**config.mk**
```make
export PLATFORM = sky130hd
export DESIGN_NAME = iat_input_alarm_regs
export DESIGN_NICKNAME = d
export VERILOG_FILES = /design/src/design/iat_pkg.sv /design/src/design/iat_hyst_cmp.sv /design/src/design/iat_input_alarm_regs.sv /design/src/design/iat_sticky_flags.sv
export SDC_FILE = /design/constraint.sdc
export NUM_CORES = 1
export LEC_CHECK = 0
export ABC_CLOCK_PERIOD_IN_PS = 4300
export BUFFER_PORTS_ARGS = -buffer_cell sky130_fd_sc_hd__clkbuf_2
export CORE_UTILIZATION = 59
export DETAILED_ROUTE_END_ITERATION = 12
export PLACE_DENSITY = 0.84
export SLEW_MARGIN = 10
export SYNTH_ARGS = -nofsm -noshare
export SYNTH_HDL_FRONTEND = slang
export SYNTH_SLANG_ARGS = --single-unit
```
**constraint.sdc**
```tcl
create_clock -name pclk -period 4.3 [get_ports pclk]
set_clock_uncertainty 0.1 [all_clocks]
set_input_delay 1.29 -clock pclk [delete_from_list [all_inputs] [get_ports pclk]]
set_output_delay 1.29 -clock pclk [all_outputs]
set_load 0.01 [all_outputs]
```
**src/design/iat_pkg.sv**
```systemverilog
// package: register map, field layout, reset values and carrier types of the input alarm block
package iat_pkg;

    // register byte offsets on the bus
    localparam logic [7:0] OFS_STATUS = 8'h20; // alarm flags, tripped bits clear on read
    localparam logic [7:0] OFS_UPPER = 8'h24; // hysteresis byte and upper limit
    localparam logic [7:0] OFS_LOWER = 8'h28; // lower limit
    localparam logic [7:0] OFS_MASK = 8'h30; // interrupt enables, same layout as status

    // values after reset
    localparam logic [15:0] UPPER_RST = 16'hFFFF; // upper limit at full scale
    localparam logic [15:0] LOWER_RST = 16'h0000; // lower limit at zero
    localparam logic [7:0] HYST_RST = 8'h00; // no hysteresis
    localparam logic [31:0] MASK_RST = 32'h0000_0000; // all interrupts disabled

    // field positions
    localparam int HYST_LSB = 6; // hysteresis code sits in the top two bits of its byte
    localparam int LIMIT_LSB = 4; // limits compare on bits 15:4
    localparam int STS_OVW_BIT = 0; // or of all tripped flags
    localparam int STS_TRP_HI_BIT = 4; // tripped upper
    localparam int STS_TRP_LO_BIT = 5; // tripped lower
    localparam int STS_ACT_HI_BIT = 10; // active upper
    localparam int STS_ACT_LO_BIT = 11; // active lower

    // comparison view of the limit registers
    typedef struct packed {
        logic [1:0] hyst; // hysteresis in result lsbs
        logic [11:0] upper; // upper limit, 12 bits
        logic [11:0] lower; // lower limit, 12 bits
    } iat_limits_t;

    // alarm flags as seen by software and pins
    typedef struct packed {
        logic act_lo; // lower comparison active now
        logic act_hi; // upper comparison active now
        logic trp_lo; // lower alarm seen since last status read
        logic trp_hi; // upper alarm seen since last status read
    } iat_flags_t;

    // merge write data into a stored word under the byte strobes, lane 0 = bits 7:0
    function automatic logic [31:0] iat_byte_merge(input logic [31:0] old_word,
                                                   input logic [31:0] new_word,
                                                   input logic [3:0] strb);
        logic [31:0] res;
        res = old_word;
        for (int i = 0; i < 4; i++) begin
            if (strb[i]) begin
                res[i*8 +: 8] = new_word[i*8 +: 8];
            end
        end
        return res;
    endfunction : iat_byte_merge

endpackage : iat_pkg

```
**src/design/iat_hyst_cmp.sv**
```systemverilog
// module: one threshold comparator with hysteresis, upper or lower sense
module iat_hyst_cmp #(
    parameter bit UPPER = 1'b1 // 1: alarm above limit, 0: alarm below limit
) (
    // clock and reset
    input wire logic pclk,
    input wire logic presetn,
    // conversion result
    input wire logic sample_valid,
    input wire logic [11:0] sample,
    // limit and hysteresis
    input wire logic [11:0] limit,
    input wire logic [1:0] hyst,
    // state
    output logic active_ff,
    output logic rise_ff
);
    logic set_cond; // result crosses the limit
    logic clr_cond; // result back past limit by the hysteresis
    logic [12:0] sample_plus_h; // widened so full scale plus hysteresis cannot wrap
    logic [12:0] limit_plus_h;

    // widened sums, compare without overflow
    always_comb begin
        sample_plus_h = {1'b0, sample} + {11'h000, hyst};
        limit_plus_h = {1'b0, limit} + {11'h000, hyst};
        if (UPPER) begin
            set_cond = sample > limit;
            clr_cond = sample_plus_h < {1'b0, limit};
        end else begin
            set_cond = sample < limit;
            clr_cond = {1'b0, sample} > limit_plus_h;
        end
    end

    // active level only moves on a fresh sample; between the two bands it holds
    always_ff @(posedge pclk or negedge presetn) begin
        if (!presetn) begin
            active_ff <= 1'b0;
        end else if (sample_valid) begin
            if (!active_ff && set_cond) begin
                active_ff <= 1'b1;
            end else if (active_ff && clr_cond) begin
                active_ff <= 1'b0;
            end
        end
    end

    // one-cycle event when the alarm becomes active
    always_ff @(posedge pclk or negedge presetn) begin
        if (!presetn) begin
            rise_ff <= 1'b0;
        end else begin
            rise_ff <= sample_valid && !active_ff && set_cond;
        end
    end

endmodule : iat_hyst_cmp

```
**src/design/iat_input_alarm_regs.sv**
```systemverilog
// module: input alarm threshold registers with apb slave, comparators and interrupt
// Overview of operation
// - hysteresis from top two bits of byte 3
// - upper limit compares only bits 15:4
// - lower limit compares only bits 15:4
// - upper word byte 2 always reads zero
// - lower word top half reads zero, unwritable
// - upper word bytes little endian, 24h-27h
// - lower word bytes little endian, 28h-2Bh
// - overall alarm is or of tripped flags
//
// The APB interface to the registers is this design's own decision.
module iat_input_alarm_regs #(
    parameter int ADDR_W = 8, // apb address width
    parameter int RESULT_W = 12 // conversion result width
) (
    // clock and reset
    input wire logic pclk,
    input wire logic presetn,
    // apb slave
    input wire logic psel,
    input wire logic penable,
    input wire logic pwrite,
    input wire logic [ADDR_W-1:0] paddr,
    input wire logic [31:0] pwdata,
    input wire logic [3:0] pstrb,
    output logic [31:0] prdata,
    output logic pready,
    output logic pslverr,
    // conversion results
    input wire logic result_valid,
    input wire logic [RESULT_W-1:0] result,
    // alarm outputs
    output logic active_input_upper,
    output logic active_input_lower,
    output logic tripped_input_upper_flag,
    output logic tripped_input_lower_flag,
    output logic any_tripped_alarm,
    output logic irq
);
    // the comparators are 12 bits wide; the bus decode needs at least a byte of address
    if (RESULT_W != 12) begin : g_bad_result_w
        $error("result width must be 12");
    end
    if (ADDR_W < 8) begin : g_bad_addr_w
        $error("address width must be at least 8");
    end

    logic [15:0] upper_ff; // upper limit field
    logic [7:0] hyst_byte_ff; // hysteresis byte, only 7:6 used
    logic [15:0] lower_ff; // lower limit field
    logic [31:0] mask_ff; // interrupt enables
    logic [31:0] prdata_ff; // read data register
    logic pready_ff; // access phase answer
    logic pslverr_ff; // unmapped address answer
    logic irq_ff; // interrupt level
    logic ovw_ff; // overall alarm pin copy
    logic [31:0] nxt_prdata; // read mux
    logic [31:0] status_word; // live status layout
    logic [31:0] upper_word; // upper register as read
    logic [31:0] lower_word; // lower register as read
    logic [31:0] nxt_upper_word; // upper register after a write
    logic [31:0] nxt_lower_word; // lower register after a write
    logic sel_status, sel_upper, sel_lower, sel_mask, sel_any; // address decode
    logic acc_first; // first access cycle: answer is prepared
    logic wr_go; // completion edge of a write
    logic rd_go; // capture edge of a read
    logic rise_hi, rise_lo; // comparator events
    logic [1:0] trp; // sticky tripped flags {lower, upper}
    iat_pkg::iat_limits_t lim; // comparison view of the limits
    iat_pkg::iat_flags_t flg; // flags for status and pins

    // address decode on the byte offsets, low byte only
    always_comb begin
        sel_status = paddr[7:0] == iat_pkg::OFS_STATUS;
        sel_upper = paddr[7:0] == iat_pkg::OFS_UPPER;
        sel_lower = paddr[7:0] == iat_pkg::OFS_LOWER;
        sel_mask = paddr[7:0] == iat_pkg::OFS_MASK;
        sel_any = sel_status || sel_upper || sel_lower || sel_mask;
    end

    // two-cycle access phase: first cycle prepares data, second answers with pready
    assign acc_first = psel && penable && !pready_ff;
    assign wr_go = psel && penable && pready_ff && pwrite && sel_any;
    assign rd_go = acc_first && !pwrite;

    // registers as software sees them; reserved parts are constant zero
    always_comb begin
        upper_word = {hyst_byte_ff, 8'h00, upper_ff};
        lower_word = {16'h0000, lower_ff};
        nxt_upper_word = iat_pkg::iat_byte_merge(upper_word, pwdata, pstrb);
        nxt_lower_word = iat_pkg::iat_byte_merge(lower_word, pwdata, pstrb);
    end

    // upper register: byte 3 hysteresis, byte 2 dropped, bytes 1:0 limit
    always_ff @(posedge pclk or negedge presetn) begin
        if (!presetn) begin
            upper_ff <= iat_pkg::UPPER_RST;
            hyst_byte_ff <= iat_pkg::HYST_RST;
        end else if (wr_go && sel_upper) begin
            upper_ff <= nxt_upper_word[15:0];
            hyst_byte_ff <= nxt_upper_word[31:24];
        end
    end

    // lower register: only the low half is stored, the top half has no storage
    always_ff @(posedge pclk or negedge presetn) begin
        if (!presetn) begin
            lower_ff <= iat_pkg::LOWER_RST;
        end else if (wr_go && sel_lower) begin
            lower_ff <= nxt_lower_word[15:0];
        end
    end

    // interrupt mask, same layout as status
    always_ff @(posedge pclk or negedge presetn) begin
        if (!presetn) begin
            mask_ff <= iat_pkg::MASK_RST;
        end else if (wr_go && sel_mask) begin
            mask_ff <= iat_pkg::iat_byte_merge(mask_ff, pwdata, pstrb);
        end
    end

    // comparison view; low nibbles are ignored, so software leaving them nonzero is harmless
    always_comb begin
        lim.hyst = hyst_byte_ff[iat_pkg::HYST_LSB +: 2];
        lim.upper = upper_ff[15:iat_pkg::LIMIT_LSB];
        lim.lower = lower_ff[15:iat_pkg::LIMIT_LSB];
    end

    // upper comparator
    iat_hyst_cmp #(
        .UPPER(1'b1)
    ) u_cmp_upper (
        .pclk(pclk),
        .presetn(presetn),
        .sample_valid(result_valid),
        .sample(result),
        .limit(lim.upper),
        .hyst(lim.hyst),
        .active_ff(flg.act_hi),
        .rise_ff(rise_hi)
    );

    // lower comparator
    iat_hyst_cmp #(
        .UPPER(1'b0)
    ) u_cmp_lower (
        .pclk(pclk),
        .presetn(presetn),
        .sample_valid(result_valid),
        .sample(result),
        .limit(lim.lower),
        .hyst(lim.hyst),
        .active_ff(flg.act_lo),
        .rise_ff(rise_lo)
    );

    // tripped flags, cleared by a status read
    iat_sticky_flags #(
        .W(2)
    ) u_tripped (
        .pclk(pclk),
        .presetn(presetn),
        .set({rise_lo, rise_hi}),
        .clr(rd_go && sel_status),
        .flags_ff(trp)
    );

    assign flg.trp_hi = trp[0];
    assign flg.trp_lo = trp[1];

    // status layout: active in byte 1, tripped and overall alarm in byte 0
    always_comb begin
        status_word = 32'h0000_0000;
        status_word[iat_pkg::STS_ACT_LO_BIT] = flg.act_lo;
        status_word[iat_pkg::STS_ACT_HI_BIT] = flg.act_hi;
        status_word[iat_pkg::STS_TRP_LO_BIT] = flg.trp_lo;
        status_word[iat_pkg::STS_TRP_HI_BIT] = flg.trp_hi;
        status_word[iat_pkg::STS_OVW_BIT] = flg.trp_lo || flg.trp_hi;
    end

    // read mux; unmapped addresses read zero
    always_comb begin
        nxt_prdata = 32'h0000_0000;
        if (sel_status) begin
            nxt_prdata = status_word;
        end else if (sel_upper) begin
            nxt_prdata = upper_word;
        end else if (sel_lower) begin
            nxt_prdata = lower_word;
        end else if (sel_mask) begin
            nxt_prdata = mask_ff;
        end
    end

    // bus answer registers; the status is sampled in the same edge that clears it
    always_ff @(posedge pclk or negedge presetn) begin
        if (!presetn) begin
            pready_ff <= 1'b0;
            pslverr_ff <= 1'b0;
            prdata_ff <= 32'h0000_0000;
        end else begin
            pready_ff <= acc_first;
            pslverr_ff <= acc_first && !sel_any;
            if (rd_go) begin
                prdata_ff <= nxt_prdata;
            end
        end
    end

    // interrupt and overall alarm pin, one cycle behind the flags
    always_ff @(posedge pclk or negedge presetn) begin
        if (!presetn) begin
            irq_ff <= 1'b0;
            ovw_ff <= 1'b0;
        end else begin
            irq_ff <= |(status_word & mask_ff);
            ovw_ff <= flg.trp_lo || flg.trp_hi;
        end
    end

    // outputs
    assign prdata = prdata_ff;
    assign pready = pready_ff;
    assign pslverr = pslverr_ff;
    assign irq = irq_ff;
    assign any_tripped_alarm = ovw_ff;
    assign active_input_upper = flg.act_hi;
    assign active_input_lower = flg.act_lo;
    assign tripped_input_upper_flag = flg.trp_hi;
    assign tripped_input_lower_flag = flg.trp_lo;

    // checks
    AST_HYST_BYTE: assert property (@(posedge pclk) disable iff (!presetn)
        wr_go && sel_upper && pstrb[3] |=> lim.hyst == $past(pwdata[31:30]))
        else $error("hysteresis not taken from bits 31:30");

    AST_UPPER_TRIP: assert property (@(posedge pclk) disable iff (!presetn)
        $rose(flg.act_hi) |-> $past(result_valid) && ($past(result) > $past(upper_ff[15:4])))
        else $error("upper alarm rose without result above limit");

    AST_LOWER_TRIP: assert property (@(posedge pclk) disable iff (!presetn)
        $rose(flg.act_lo) |-> $past(result_valid) && ($past(result) < $past(lower_ff[15:4])))
        else $error("lower alarm rose without result below limit");

    AST_UPPER_BYTE2: assert property (@(posedge pclk) disable iff (!presetn)
        rd_go && sel_upper |=> pready && prdata[23:16] == 8'h00)
        else $error("upper word byte 2 not zero");

    AST_LOWER_TOP: assert property (@(posedge pclk) disable iff (!presetn)
        rd_go && sel_lower |=> pready && prdata[31:16] == 16'h0000)
        else $error("lower word top half not zero");

    AST_UPPER_LANE1: assert property (@(posedge pclk) disable iff (!presetn)
        wr_go && sel_upper && pstrb[1] && !pstrb[0]
        |=> upper_ff[15:8] == $past(pwdata[15:8]) && $stable(upper_ff[7:0]))
        else $error("upper word byte lanes misplaced");

    AST_LOWER_LANE0: assert property (@(posedge pclk) disable iff (!presetn)
        wr_go && sel_lower && pstrb[0] && !pstrb[1]
        |=> lower_ff[7:0] == $past(pwdata[7:0]) && $stable(lower_ff[15:8]))
        else $error("lower word byte lanes misplaced");

    AST_OVERALL: assert property (@(posedge pclk) disable iff (!presetn)
        ##1 any_tripped_alarm == $past(flg.trp_lo || flg.trp_hi))
        else $error("overall alarm not or of tripped flags");

    // a fresh result beyond a limit must raise the active level on the next edge
    AST_UPPER_SET: assert property (@(posedge pclk) disable iff (!presetn)
        result_valid && !flg.act_hi && (result > lim.upper) |=> flg.act_hi)
        else $error("upper alarm not raised by result above limit");

    AST_LOWER_SET: assert property (@(posedge pclk) disable iff (!presetn)
        result_valid && !flg.act_lo && (result < lim.lower) |=> flg.act_lo)
        else $error("lower alarm not raised by result below limit");

    AST_LOWER_RELEASE: assert property (@(posedge pclk) disable iff (!presetn)
        $fell(flg.act_lo) |-> $past(result_valid)
            && ({1'b0, $past(result)} > {1'b0, $past(lim.lower)} + {11'h000, $past(lim.hyst)}))
        else $error("lower alarm released inside hysteresis band");

    AST_UPPER_RELEASE: assert property (@(posedge pclk) disable iff (!presetn)
        $fell(flg.act_hi) |-> $past(result_valid)
            && ({1'b0, $past(result)} + {11'h000, $past(lim.hyst)} < {1'b0, $past(lim.upper)}))
        else $error("upper alarm released inside hysteresis band");

    AST_TRIP_HOLD: assert property (@(posedge pclk) disable iff (!presetn)
        flg.trp_hi && !(rd_go && sel_status) |=> flg.trp_hi)
        else $error("tripped flag lost without status read");

    AST_LOWER_HOLD: assert property (@(posedge pclk) disable iff (!presetn)
        flg.trp_lo && !(rd_go && sel_status) |=> flg.trp_lo)
        else $error("tripped lower flag lost without status read");

    // a new event in the clearing cycle is allowed to survive, so it is left out here
    AST_STATUS_CLEAR: assert property (@(posedge pclk) disable iff (!presetn)
        rd_go && sel_status && !rise_hi && !rise_lo |=> !flg.trp_hi && !flg.trp_lo)
        else $error("tripped flags not cleared by status read");

    AST_TRIP_SET: assert property (@(posedge pclk) disable iff (!presetn)
        rise_hi |=> flg.trp_hi [*2] or (flg.trp_hi ##1 $past(rd_go && sel_status)))
        else $error("tripped flag not set by alarm event");

endmodule : iat_input_alarm_regs

```
**src/design/iat_sticky_flags.sv**
```systemverilog
// module: sticky event flags, cleared together by a pulse, a set wins over the clear
module iat_sticky_flags #(
    parameter int W = 2 // number of flags
) (
    // clock and reset
    input wire logic pclk,
    input wire logic presetn,
    // events and clear
    input wire logic [W-1:0] set,
    input wire logic clr,
    // flags
    output logic [W-1:0] flags_ff
);
    // an event in the clearing cycle survives, so a read never swallows it
    always_ff @(posedge pclk or negedge presetn) begin
        if (!presetn) begin
            flags_ff <= '0;
        end else begin
            flags_ff <= set | (flags_ff & ~{W{clr}});
        end
    end

endmodule : iat_sticky_flags

```
### Word level (Yosys, flattened, before mapping)

Index checks and enable logic that the tools add are counted.

* magnitude comparators: 4
* add/sub/neg operators: 2
* equality and inequality tests: 4
* reduce and logical (&&, ||, !) cells: 42
* bitwise logic cells: 4
* mux-type cells: 8

Operators by type and width (count)
* $mux 32: 4
* $and 12x32->32: 1
* $eq 8x6->1 const B: 4
* $reduce_or 32->1: 1
* $add 12x2->13: 2
* $reduce_and 2->1: 11
* $logic_and 1x1->1: 19
* $gt 12x13->1: 1
* $lt 13x12->1: 1
* $gt 12x12->1: 1
* $lt 12x12->1: 1
* $logic_not 1->1: 5
* $logic_or 1x1->1: 4
* $mux 1: 4
* $reduce_bool 2->1: 2
* $and 2x2->2: 1
* $not 2->2: 1
* $or 2x2->2: 1

* bits of input ports: 62
* register bits after elaboration: 114
* word-level logic and storage cells: 83
* output and inout bits: 40

### Longest topological paths before layout

Gate-level depths: netlist of the first run.

* word-level depth: 7
* mapped depth: 12
* gate-level depth less buffers: 12

### Modules after synthesis

A second synthesis of the first run with hierarchy kept.

* cell total of the unflattened synthesis: 546
* area, all modules: 6307.3 um^2

By module, submodules not included
* iat_input_alarm_regs: times used 1, cells an instance 329, area each 4535.6 um^2, seq. area each 2722.6 um^2
* iat_hyst_cmp at u_cmp_lower: times used 1, cells an instance 107, area each 872.1 um^2, seq. area each 50.0 um^2
* iat_hyst_cmp at u_cmp_upper: times used 1, cells an instance 105, area each 830.8 um^2, seq. area each 50.0 um^2
* iat_sticky_flags: times used 1, cells an instance 5, area each 68.8 um^2, seq. area each 50.0 um^2

### Worst setup path after synthesis of the first run

Ideal clock, no wire load.

* path kind: in2reg
* from: input port result[0]
* to: register u_cmp_upper.active_ff
* data arrival time: 3.380 ns
* path slack: 0.694 ns
* data required time: 4.074 ns
* path buffers: 0
* library setup time: 0.126 ns
* cell stages on the path: 11
* cell sequence: ha_1 > fa_1 > nand3_1 > nor2_1 > nand4_1 > xnor2_1 > ha_1 > and4_1 > a221oi_1 > o21ai_0 > a221o_1

* longest elaborated chain between the ends: 5
* elaborated cells on any way between the ends: 8
* those cells by class: 1 x add/sub; 2 x order compare; 1 x mux; 4 x reduce/logical

RTL lines
* start, declared: RTL line iat_input_alarm_regs.sv:32 `input wire logic [RESULT_W-1:0] result,`
* $add 12x2->13
* $lt 13x12->1: RTL line iat_hyst_cmp.sv:29 `clr_cond = sample_plus_h < {1'b0, limit};`
* $logic_and 1x1->1: RTL line iat_hyst_cmp.sv:43 `end else if (active_ff && clr_cond) begin`
* $reduce_bool 2->1 (no source line)
* $reduce_and 2->1 (no source line)
* end signal, assigned: RTL line iat_hyst_cmp.sv:39 `active_ff <= 1'b0;`
* end signal, assigned: RTL line iat_hyst_cmp.sv:42 `active_ff <= 1'b1;`
* end signal, assigned: RTL line iat_hyst_cmp.sv:44 `active_ff <= 1'b0;`
* end, declared: RTL line iat_hyst_cmp.sv:15 `output logic active_ff,`

Parallel ways exist; a longest one is shown, timed or not.
A chain may end at the register's enable or synchronous reset.

### Final worst setup path of the first run

Same ends and word-level chain as after synthesis.

==> summary.txt, run 1 <==
Status
  – Status: completed

Floorplan
  – Die area: 11,150 sq um
  – Die Height: 105.6 um
  – Core area: 10,370 sq um
  – Die W: 105.6 um
  – I/O Pins: between 100 and 150
  – Starting Density: 61.06%
  – Num rows: 37

Timing
  – Final period utilization: 79.32%
  – F_max: 293.2 MHz
  – Final Max Slew Viols: 0
  – Final Critical Period: 3.411 ns
  – RSZ-0062 raised after global routing: false
  – Worst slew pin tran: between 0.6 and 0.7 ns
  – Setup Viol. Count Final: 0
  – Setup TNS: 0 ns
  – Hold Vio Cnt, Final: 0
  – Worst hold slack: 0.3489 ns
  – Final WS setup: slightly below 0.9 ns
  – Slew HR: 53.72%

Power and ir drop
  – Pwr dens: between 300 and 400 nW/um^2
  – P_int: 2.070 mW
  – Combinational power share: 7.0%
  – Peak supply drop: 0.0002925 V
  – Pleak: 3.600 nW
  – Reg power frac: 40.7%
  – Sw frac: 23.36%
  – NetSw: 630.9 uW
  – Clock network power share: 52.4%
  – Total power: 2.701 mW

Logic synthesis
  – Syn. warnings: 0
  – Ranking of synthesized cells by area: dfrtp_1 (39%), ha_1 (9.9%), mux2_2 (8.4%), dfstp_2 (6.6%), nand2_1 (3.2%)
  – Most frequent cell after synthesis: dfrtp_1
  – Cells after synthesis: 566
  – Post-synth top cells: dfrtp_1 (98), nand2_1 (54), ha_1 (50)
  – Post-synth top area share: 38.73%
  – Post-synthesis cell type count: 55
  – Synth area leader: dfrtp_1
  – EDFF count, synth: 0
  – Seq cells post-synth: 114
  – Sequential area share after synthesis: 45.37%
  – Ys flop type: dfrtp_1
  – Net Count, Synth: 680
  – Netlist Area Pre-Place: 6332 sq um
  – Synthesized area per cell: 11.19 sq um
  – FFs w/ async S/R, synth: 100.0%

GRT
  – Number of global-route vias before repair: 5,225
  – Global Route met3 Usage: 5.999%
  – Largest net degree at the start of global routing: 72
  – GR Overflow Total: 0
  – Most crowded layer after global routing: met2
  – GR met1 Demand/Resource: approximately two fifths
  – Antenna violations before repair: 0
  – GRT Resource Usage Total: a little under a third
  – First-pass GRT wire length: 26,720 um
  – Met2 usage: a little over half

Critical path
  – Critical path origin: result[0]
  – Worst-path fanout max: 4
  – R2R depth: 11
  – Critical path data arrival time: around 3.7 ns
  – Crit end category: register
  – Critical Path End: u_cmp_upper.active_ff$_DFFE_PN0P_
  – Type of origin of the critical path: input pin
  – Reg2reg start: hyst_byte_ff[6]$_DFFE_PN0P_
  – Critical path type: in2reg
  – Worst R2R End: u_cmp_lower.active_ff$_DFFE_PN0P_
  – Reg-to-reg slack, setup: 1.27 ns
  – Worst Path Required: 4.60 ns

Clocking
  – Root Driver: clkbuf_8
  – # H-tree levels: 4
  – Max Buffers Root-to-Sink: 2
  – Sink Count: 114
  – TritonCTS clock tree: done
  – Post_cts resized: 0
  – Clock Pin Slew Worst Setup and Hold Paths: about 0.060 ns
  – Worst skew pair latency: 0.52 ns
  – Total setup buffers inserted after CTS: 0
  – CTS Hold Bufs: 0
  – Cts bufs inserted: 17

Drt
  – DRC Markers: 0
  – Detailed Routing Iterations Pass 1: 6
  – Final wirelength: between 15,000 and 20,000 um
  – Wire per inst: 20.11 um
  – Vias per cell: 6.131
  – Vias: approximately 5,000
  – DRT antenna net count: 0
  – Drt initial violations: ~340

Finish
  – Share of cells above drive strength 1: about a third
  – # diodes: 0
  – Nets: 787
  – Area delta synth->final: 19.60%
  – Non-Filler Instances: 822

Placed design
  – I/O Buffers: 101
  – Placed Instances: 790
  – GP Congestion: just under 0.9
  – Final HPWL DP: 11,910 um
  – Pre-CTS WS: a little under 0.4 ns

Worst hold path
  – WHS Path Cells: 1
  – Hold Startpoint: u_cmp_upper.rise_ff$_DFF_PN0_
  – Worst min path class: reg2reg

Job
  – MaxCap Viol Count: 0
## power by group through the flow
stage	Clock [mW]	Combinational [mW]	Sequential [mW]
2_1_floorplan	0	0.0813	1.11
3_3_place_gp	0	0.177	1.12
3_5_place_dp	0	0.185	1.12
4_1_cts	1.43	0.187	1.10
5_1_grt	1.47	0.211	1.10
6_report	1.41	0.188	1.10
## layer usage
metal	share of wire, %	wire length [um]	up-vias
li1	-	-	2279
met1	41	6738	2501
met2	50	8291	222
met3	6.5	1074	38
met4	2.6	426	0
met5	0	0	-
## cells by family after synthesis
| kind of cell | count (synthesis) | share of synthesized area, % |
|---|---|---|
| adder cells (fa/ha/maj) | 53 | 10.67 |
| XOR/XNOR | 21 | 2.904 |
| AO/OA/AOI/OAI | 107 | 11.03 |
| multiplexers | 77 | 14.05 |
| buffers and inverters | 48 | 3.280 |
| flip-flops | 114 | 45.37 |
| AND/OR/NAND/NOR | 146 | 12.71 |
## stage by stage
stage / cell area, sq um / util (%)
floorplan: 6332 / -
global placement: 6970 / 67.22
detailed placement: 6970 / 67.22
CTS: 7574 / 73.03
global route: 7574 / 73.03
finish: 7574 / 73.03
## layout by cell type (no fill, tap or decap), types with 15 or more instances in the layout
cell,count
ha_1,50
dfstp_2,16
clkbuf_2,100
nand3_1,20
o21ai_0,28
xnor2_1,16
nor2_1,15
mux2_1,16
a21oi_1,21
inv_1,30
dfrtp_1,98
a22oi_1,24
nand2_1,54
mux2_2,47
clkbuf_16,16
## area by class of cell
class	count	area, sq um
repair buffers	106	558.0
fillers	715	2796
inverters	30	112.6
multi-input cells	404	3257
flip-flops and latches	114	2873
well taps	136	170.2
clock inverters	12	157.7
clock buffers	20	445.4
## worst max-delay path, cell delays in order
cell	delay, ns
clkbuf_2	0.11
ha_1	0.21
fa_1	0.23
nand3_1	0.12
nor2_1	0.26
nand4_1	0.16
xnor2_1	0.15
ha_1	0.29
and4_1	0.22
a221oi_1	0.26
o21ai_0	0.12
a221o_1	0.29
## sequential cells by signal (all words and copies together), names as in the netlist, 2 cells and up
name / flops
hyst_byte_ff: 8
u_tripped.flags_ff: 2
lower_ff: 16
prdata: 32
upper_ff: 16
mask_ff: 32
## worst min path at each step
| stage | endpoint |
|---|---|
| 2_1_floorplan | u_tripped.flags_ff[0]$_DFF_PN0_ |
| 3_3_place_gp | u_tripped.flags_ff[1]$_DFF_PN0_ |
| 3_5_place_dp | u_tripped.flags_ff[0]$_DFF_PN0_ |
| 4_1_cts | u_tripped.flags_ff[0]$_DFF_PN0_ |
| 5_1_grt | u_tripped.flags_ff[0]$_DFF_PN0_ |
| 6_report | u_tripped.flags_ff[0]$_DFF_PN0_ |
(Power assumes the default switching activity.)
==> run 2, diff against run 1 <==
--- a/config.mk
+++ b/config.mk
@@ -5,11 +5,11 @@
 export SDC_FILE = /design/constraint.sdc
 export NUM_CORES = 1
 export LEC_CHECK = 0
-export ABC_CLOCK_PERIOD_IN_PS = 4300
+export ABC_CLOCK_PERIOD_IN_PS = 2980
 export BUFFER_PORTS_ARGS = -buffer_cell sky130_fd_sc_hd__clkbuf_2
-export CORE_UTILIZATION = 59
+export CORE_UTILIZATION = 52
 export DETAILED_ROUTE_END_ITERATION = 12
-export PLACE_DENSITY = 0.84
+export PLACE_DENSITY = 0.78
 export SLEW_MARGIN = 10
 export SYNTH_ARGS = -nofsm -noshare
 export SYNTH_HDL_FRONTEND = slang
==> constraint.sdc (replaced) <==
create_clock -name pclk -period 2.98 [get_ports pclk]
set_clock_uncertainty 0.1 [all_clocks]
set_input_delay 0.894 -clock pclk [delete_from_list [all_inputs] [get_ports pclk]]
set_output_delay 0.894 -clock pclk [all_outputs]
set_load 0.01 [all_outputs]
==> summary.txt, run 2 (synthesis results as in run 1) <==
Finish
  – Commonest non-fill, non-tap cell in the layout: clkbuf_2
  – Commonest non-fill, non-tap cells in the layout: clkbuf_2 (100), dfrtp_1 (97), nand2_1 (54)
  – Area delta synth->final: 26.50%
  – Nets: 820 (+4.2%)
  – Final Cell Area: 8010 sq um (+5.8%)
  – Non-Filler Instances: 863 (+5.0%)
  – Share of cells above drive strength 1: 36.30% (+4.1 points)
  – Finished Core Util: 68.68% (-4.3 points)

Critical path
  – Worst Path Required: 3.15 ns (-1.45 ns)
  – Reg2reg start: hyst_byte_ff[6]$_DFFE_PN0P_
  – Critical path origin: hyst_byte_ff[6]$_DFFE_PN0P_
  – Worst-path fanout max: 5 (+1)
  – Critical path data arrival time: 3.00 ns (-0.71 ns)
  – Type of origin of the critical path: register
  – Crit end category: register
  – Critical path type: reg2reg

Drt
  – Detailed Routing Iterations Pass 1: 11 (+5)
  – DRC Markers: 5 (+5)
  – Final wirelength: 16,530 um (about the same)
  – Wire per inst: 19.16 um (-4.7%)
  – Vias: 5,035 (-0.099%)
  – Vias per cell: 5.834 (-4.8%)
  – Drt initial violations: 386 (+13%)
  – DRT antenna net count: 0 (unchanged)

Power and ir drop
  – Total power: 4.097 mW (+52%)
  – Peak supply drop: 0.0003989 V (+36%)
  – Pleak: 3.824 nW (+6.2%)
  – Pwr dens: 511.4 nW/um^2 (+43%)

Timing
  – Final WS setup: 0.1503 ns (-0.7388 ns)
  – Final Critical Period: 2.830 ns
  – Final period utilization: 94.96%
  – Worst slew pin tran: 0.5469 ns (-0.1455 ns)
  – RSZ-0062 raised after global routing: false
  – F_max: 353.4 MHz
  – Slew HR: 63.54% (+9.8 points)
  – Final Max Slew Viols: 0 (unchanged)
  – Setup Viol. Count Final: 0 (unchanged)
  – Hold Vio Cnt, Final: 0 (unchanged)

Job
  – MaxCap Viol Count: 0 (unchanged)

GRT
  – Number of global-route vias before repair: 5,260 (+0.67%)
  – GRT Resource Usage Total: 28.15% (-3.4 points)
  – Largest net degree at the start of global routing: 50 (-31%)
  – First-pass GRT wire length: 26,910 um (+0.73%)
  – GR Overflow Total: 0 (unchanged)
  – Antenna violations before repair: 1 (+1)

Floorplan
  – Num rows: 39 (+5.4%)
  – Core area: 11,660 sq um (+12%)
  – Die W: 112.4 um (+6.4%)
  – I/O Pins: 102 (unchanged)
  – Die Height: 112.4 um (+6.4%)
  – Starting Density: 54.30% (-6.8 points)
  – Die area: 12,620 sq um (+13%)

Worst hold path
  – Worst min path class: reg2reg
  – Hold Startpoint: u_cmp_upper.rise_ff$_DFF_PN0_

Status
  – Failing checks: design-rule violations
  – Status: complete, but fails checks

Clocking
  – Root Driver: clkbuf_16
  – Max Buffers Root-to-Sink: 2 (unchanged)
  – TritonCTS clock tree: done
  – CTS Hold Bufs: 0 (unchanged)
  – Total setup buffers inserted after CTS: 0 (unchanged)
  – Clock Pin Slew Worst Setup and Hold Paths: 0.06 ns (about the same)
  – Cts bufs inserted: 17 (unchanged)
  – Post_cts resized: 0 (unchanged)
  – Sink Count: 114 (unchanged)
  – Worst skew pair latency: 0.41 ns (-0.11 ns)
  – # H-tree levels: 4 (unchanged)

Placed design
  – Placed Area: 7341 sq um (+5.3%)
  – I/O Buffers: 101 (unchanged)
  – Pre-CTS WS: -0.3086 ns (-0.6957 ns)
  – GP Congestion: 0.8612 (-0.90%)
  – Final HPWL DP: 12,040 um (+1.0%)
  – Placed Instances: 830 (+5.1%)
## run 2: changes by cell type in the layout (fill, tap and decap cells not counted), moves of 2 or more
| cell | before | now |
|---|---|---|
| clkinv_4 | 2 | 0 |
| clkbuf_1 | 1 | 3 |
| clkinvlp_4 | 6 | 2 |
| buf_12 | 1 | 7 |
| clkinv_2 | 1 | 3 |
| buf_4 | 5 | 32 |
| bufinv_16 | 3 | 5 |
| nand3_1 | 20 | 18 |
## run 2: final timing paths
kind,endpoint,slack [ns],cells past startpoint
worst min register to register,u_tripped.flags_ff[0]$_DFF_PN0_,0.32,1
min in group asynchronous,mask_ff[21]$_DFFE_PN0P_,0.37,1
worst max register to register,u_cmp_lower.active_ff$_DFFE_PN0P_,0.15,12
worst min-delay path,u_tripped.flags_ff[0]$_DFF_PN0_,0.32,1
worst max-delay path,u_cmp_lower.active_ff$_DFFE_PN0P_,0.15,12
max in group asynchronous,upper_ff[6]$_DFFE_PN1P_,1.68,2
## run 2: layer usage
| layer | part of all wire [%] | wire length, um | global-route usage (%) | up-vias |
|---|---|---|---|---|
| li1 | - | - | - | 2344 |
| met1 | 43 | 7141 | 37.32 | 2497 |
| met2 | 48 | 7929 | 44.89 | 164 |
| met3 | 6.3 | 1049 | 6.857 | 30 |
| met4 | 2.5 | 412 | 10.84 | 0 |
| met5 | 0 | 0 | 0 | - |
## run 2: critical path: stages (launching register included)
cell and delay [ns]:
dfrtp_2 0.41, ha_1 0.19, inv_1 0.06, fa_1 0.43
buf_4 0.19, nor2_1 0.14, xnor2_1 0.08, ha_1 0.30
nand3_1 0.16, nor3_1 0.23, o31ai_1 0.11, a41oi_1 0.19
nand3_1 0.09
## run 2: power breakdown
| part | switching (mW) | internal (mW) | total (mW) | leakage (nW) |
|---|---|---|---|---|
| Combinational | 0.169 | 0.121 | 0.290 | 2.01 |
| Sequential | 0.0205 | 1.57 | 1.59 | 1.50 |
| Clock | 0.698 | 1.52 | 2.22 | 0.310 |
## run 2: stage by stage
stage	hold WS [ns]	TNS (ns)
2_1_floorplan	0.3044	-0.06850
3_3_place_gp	0.3111	-0.2527
6_report	0.3211	0
3_5_place_dp	0.3201	-0.3086
4_1_cts	0.3245	0
5_1_grt	0.3451	0
## run 2: area by class of cell
type                    instances  area, sq um
fillers                       842         3652
multi-input cells             404         3317
flip-flops and latches        114         2874
repair buffers                139        880.8
clock buffers                  22        464.2
clock inverters                10        180.2
well taps                     143        178.9
inverters                      30        112.6
diodes                          1        2.502
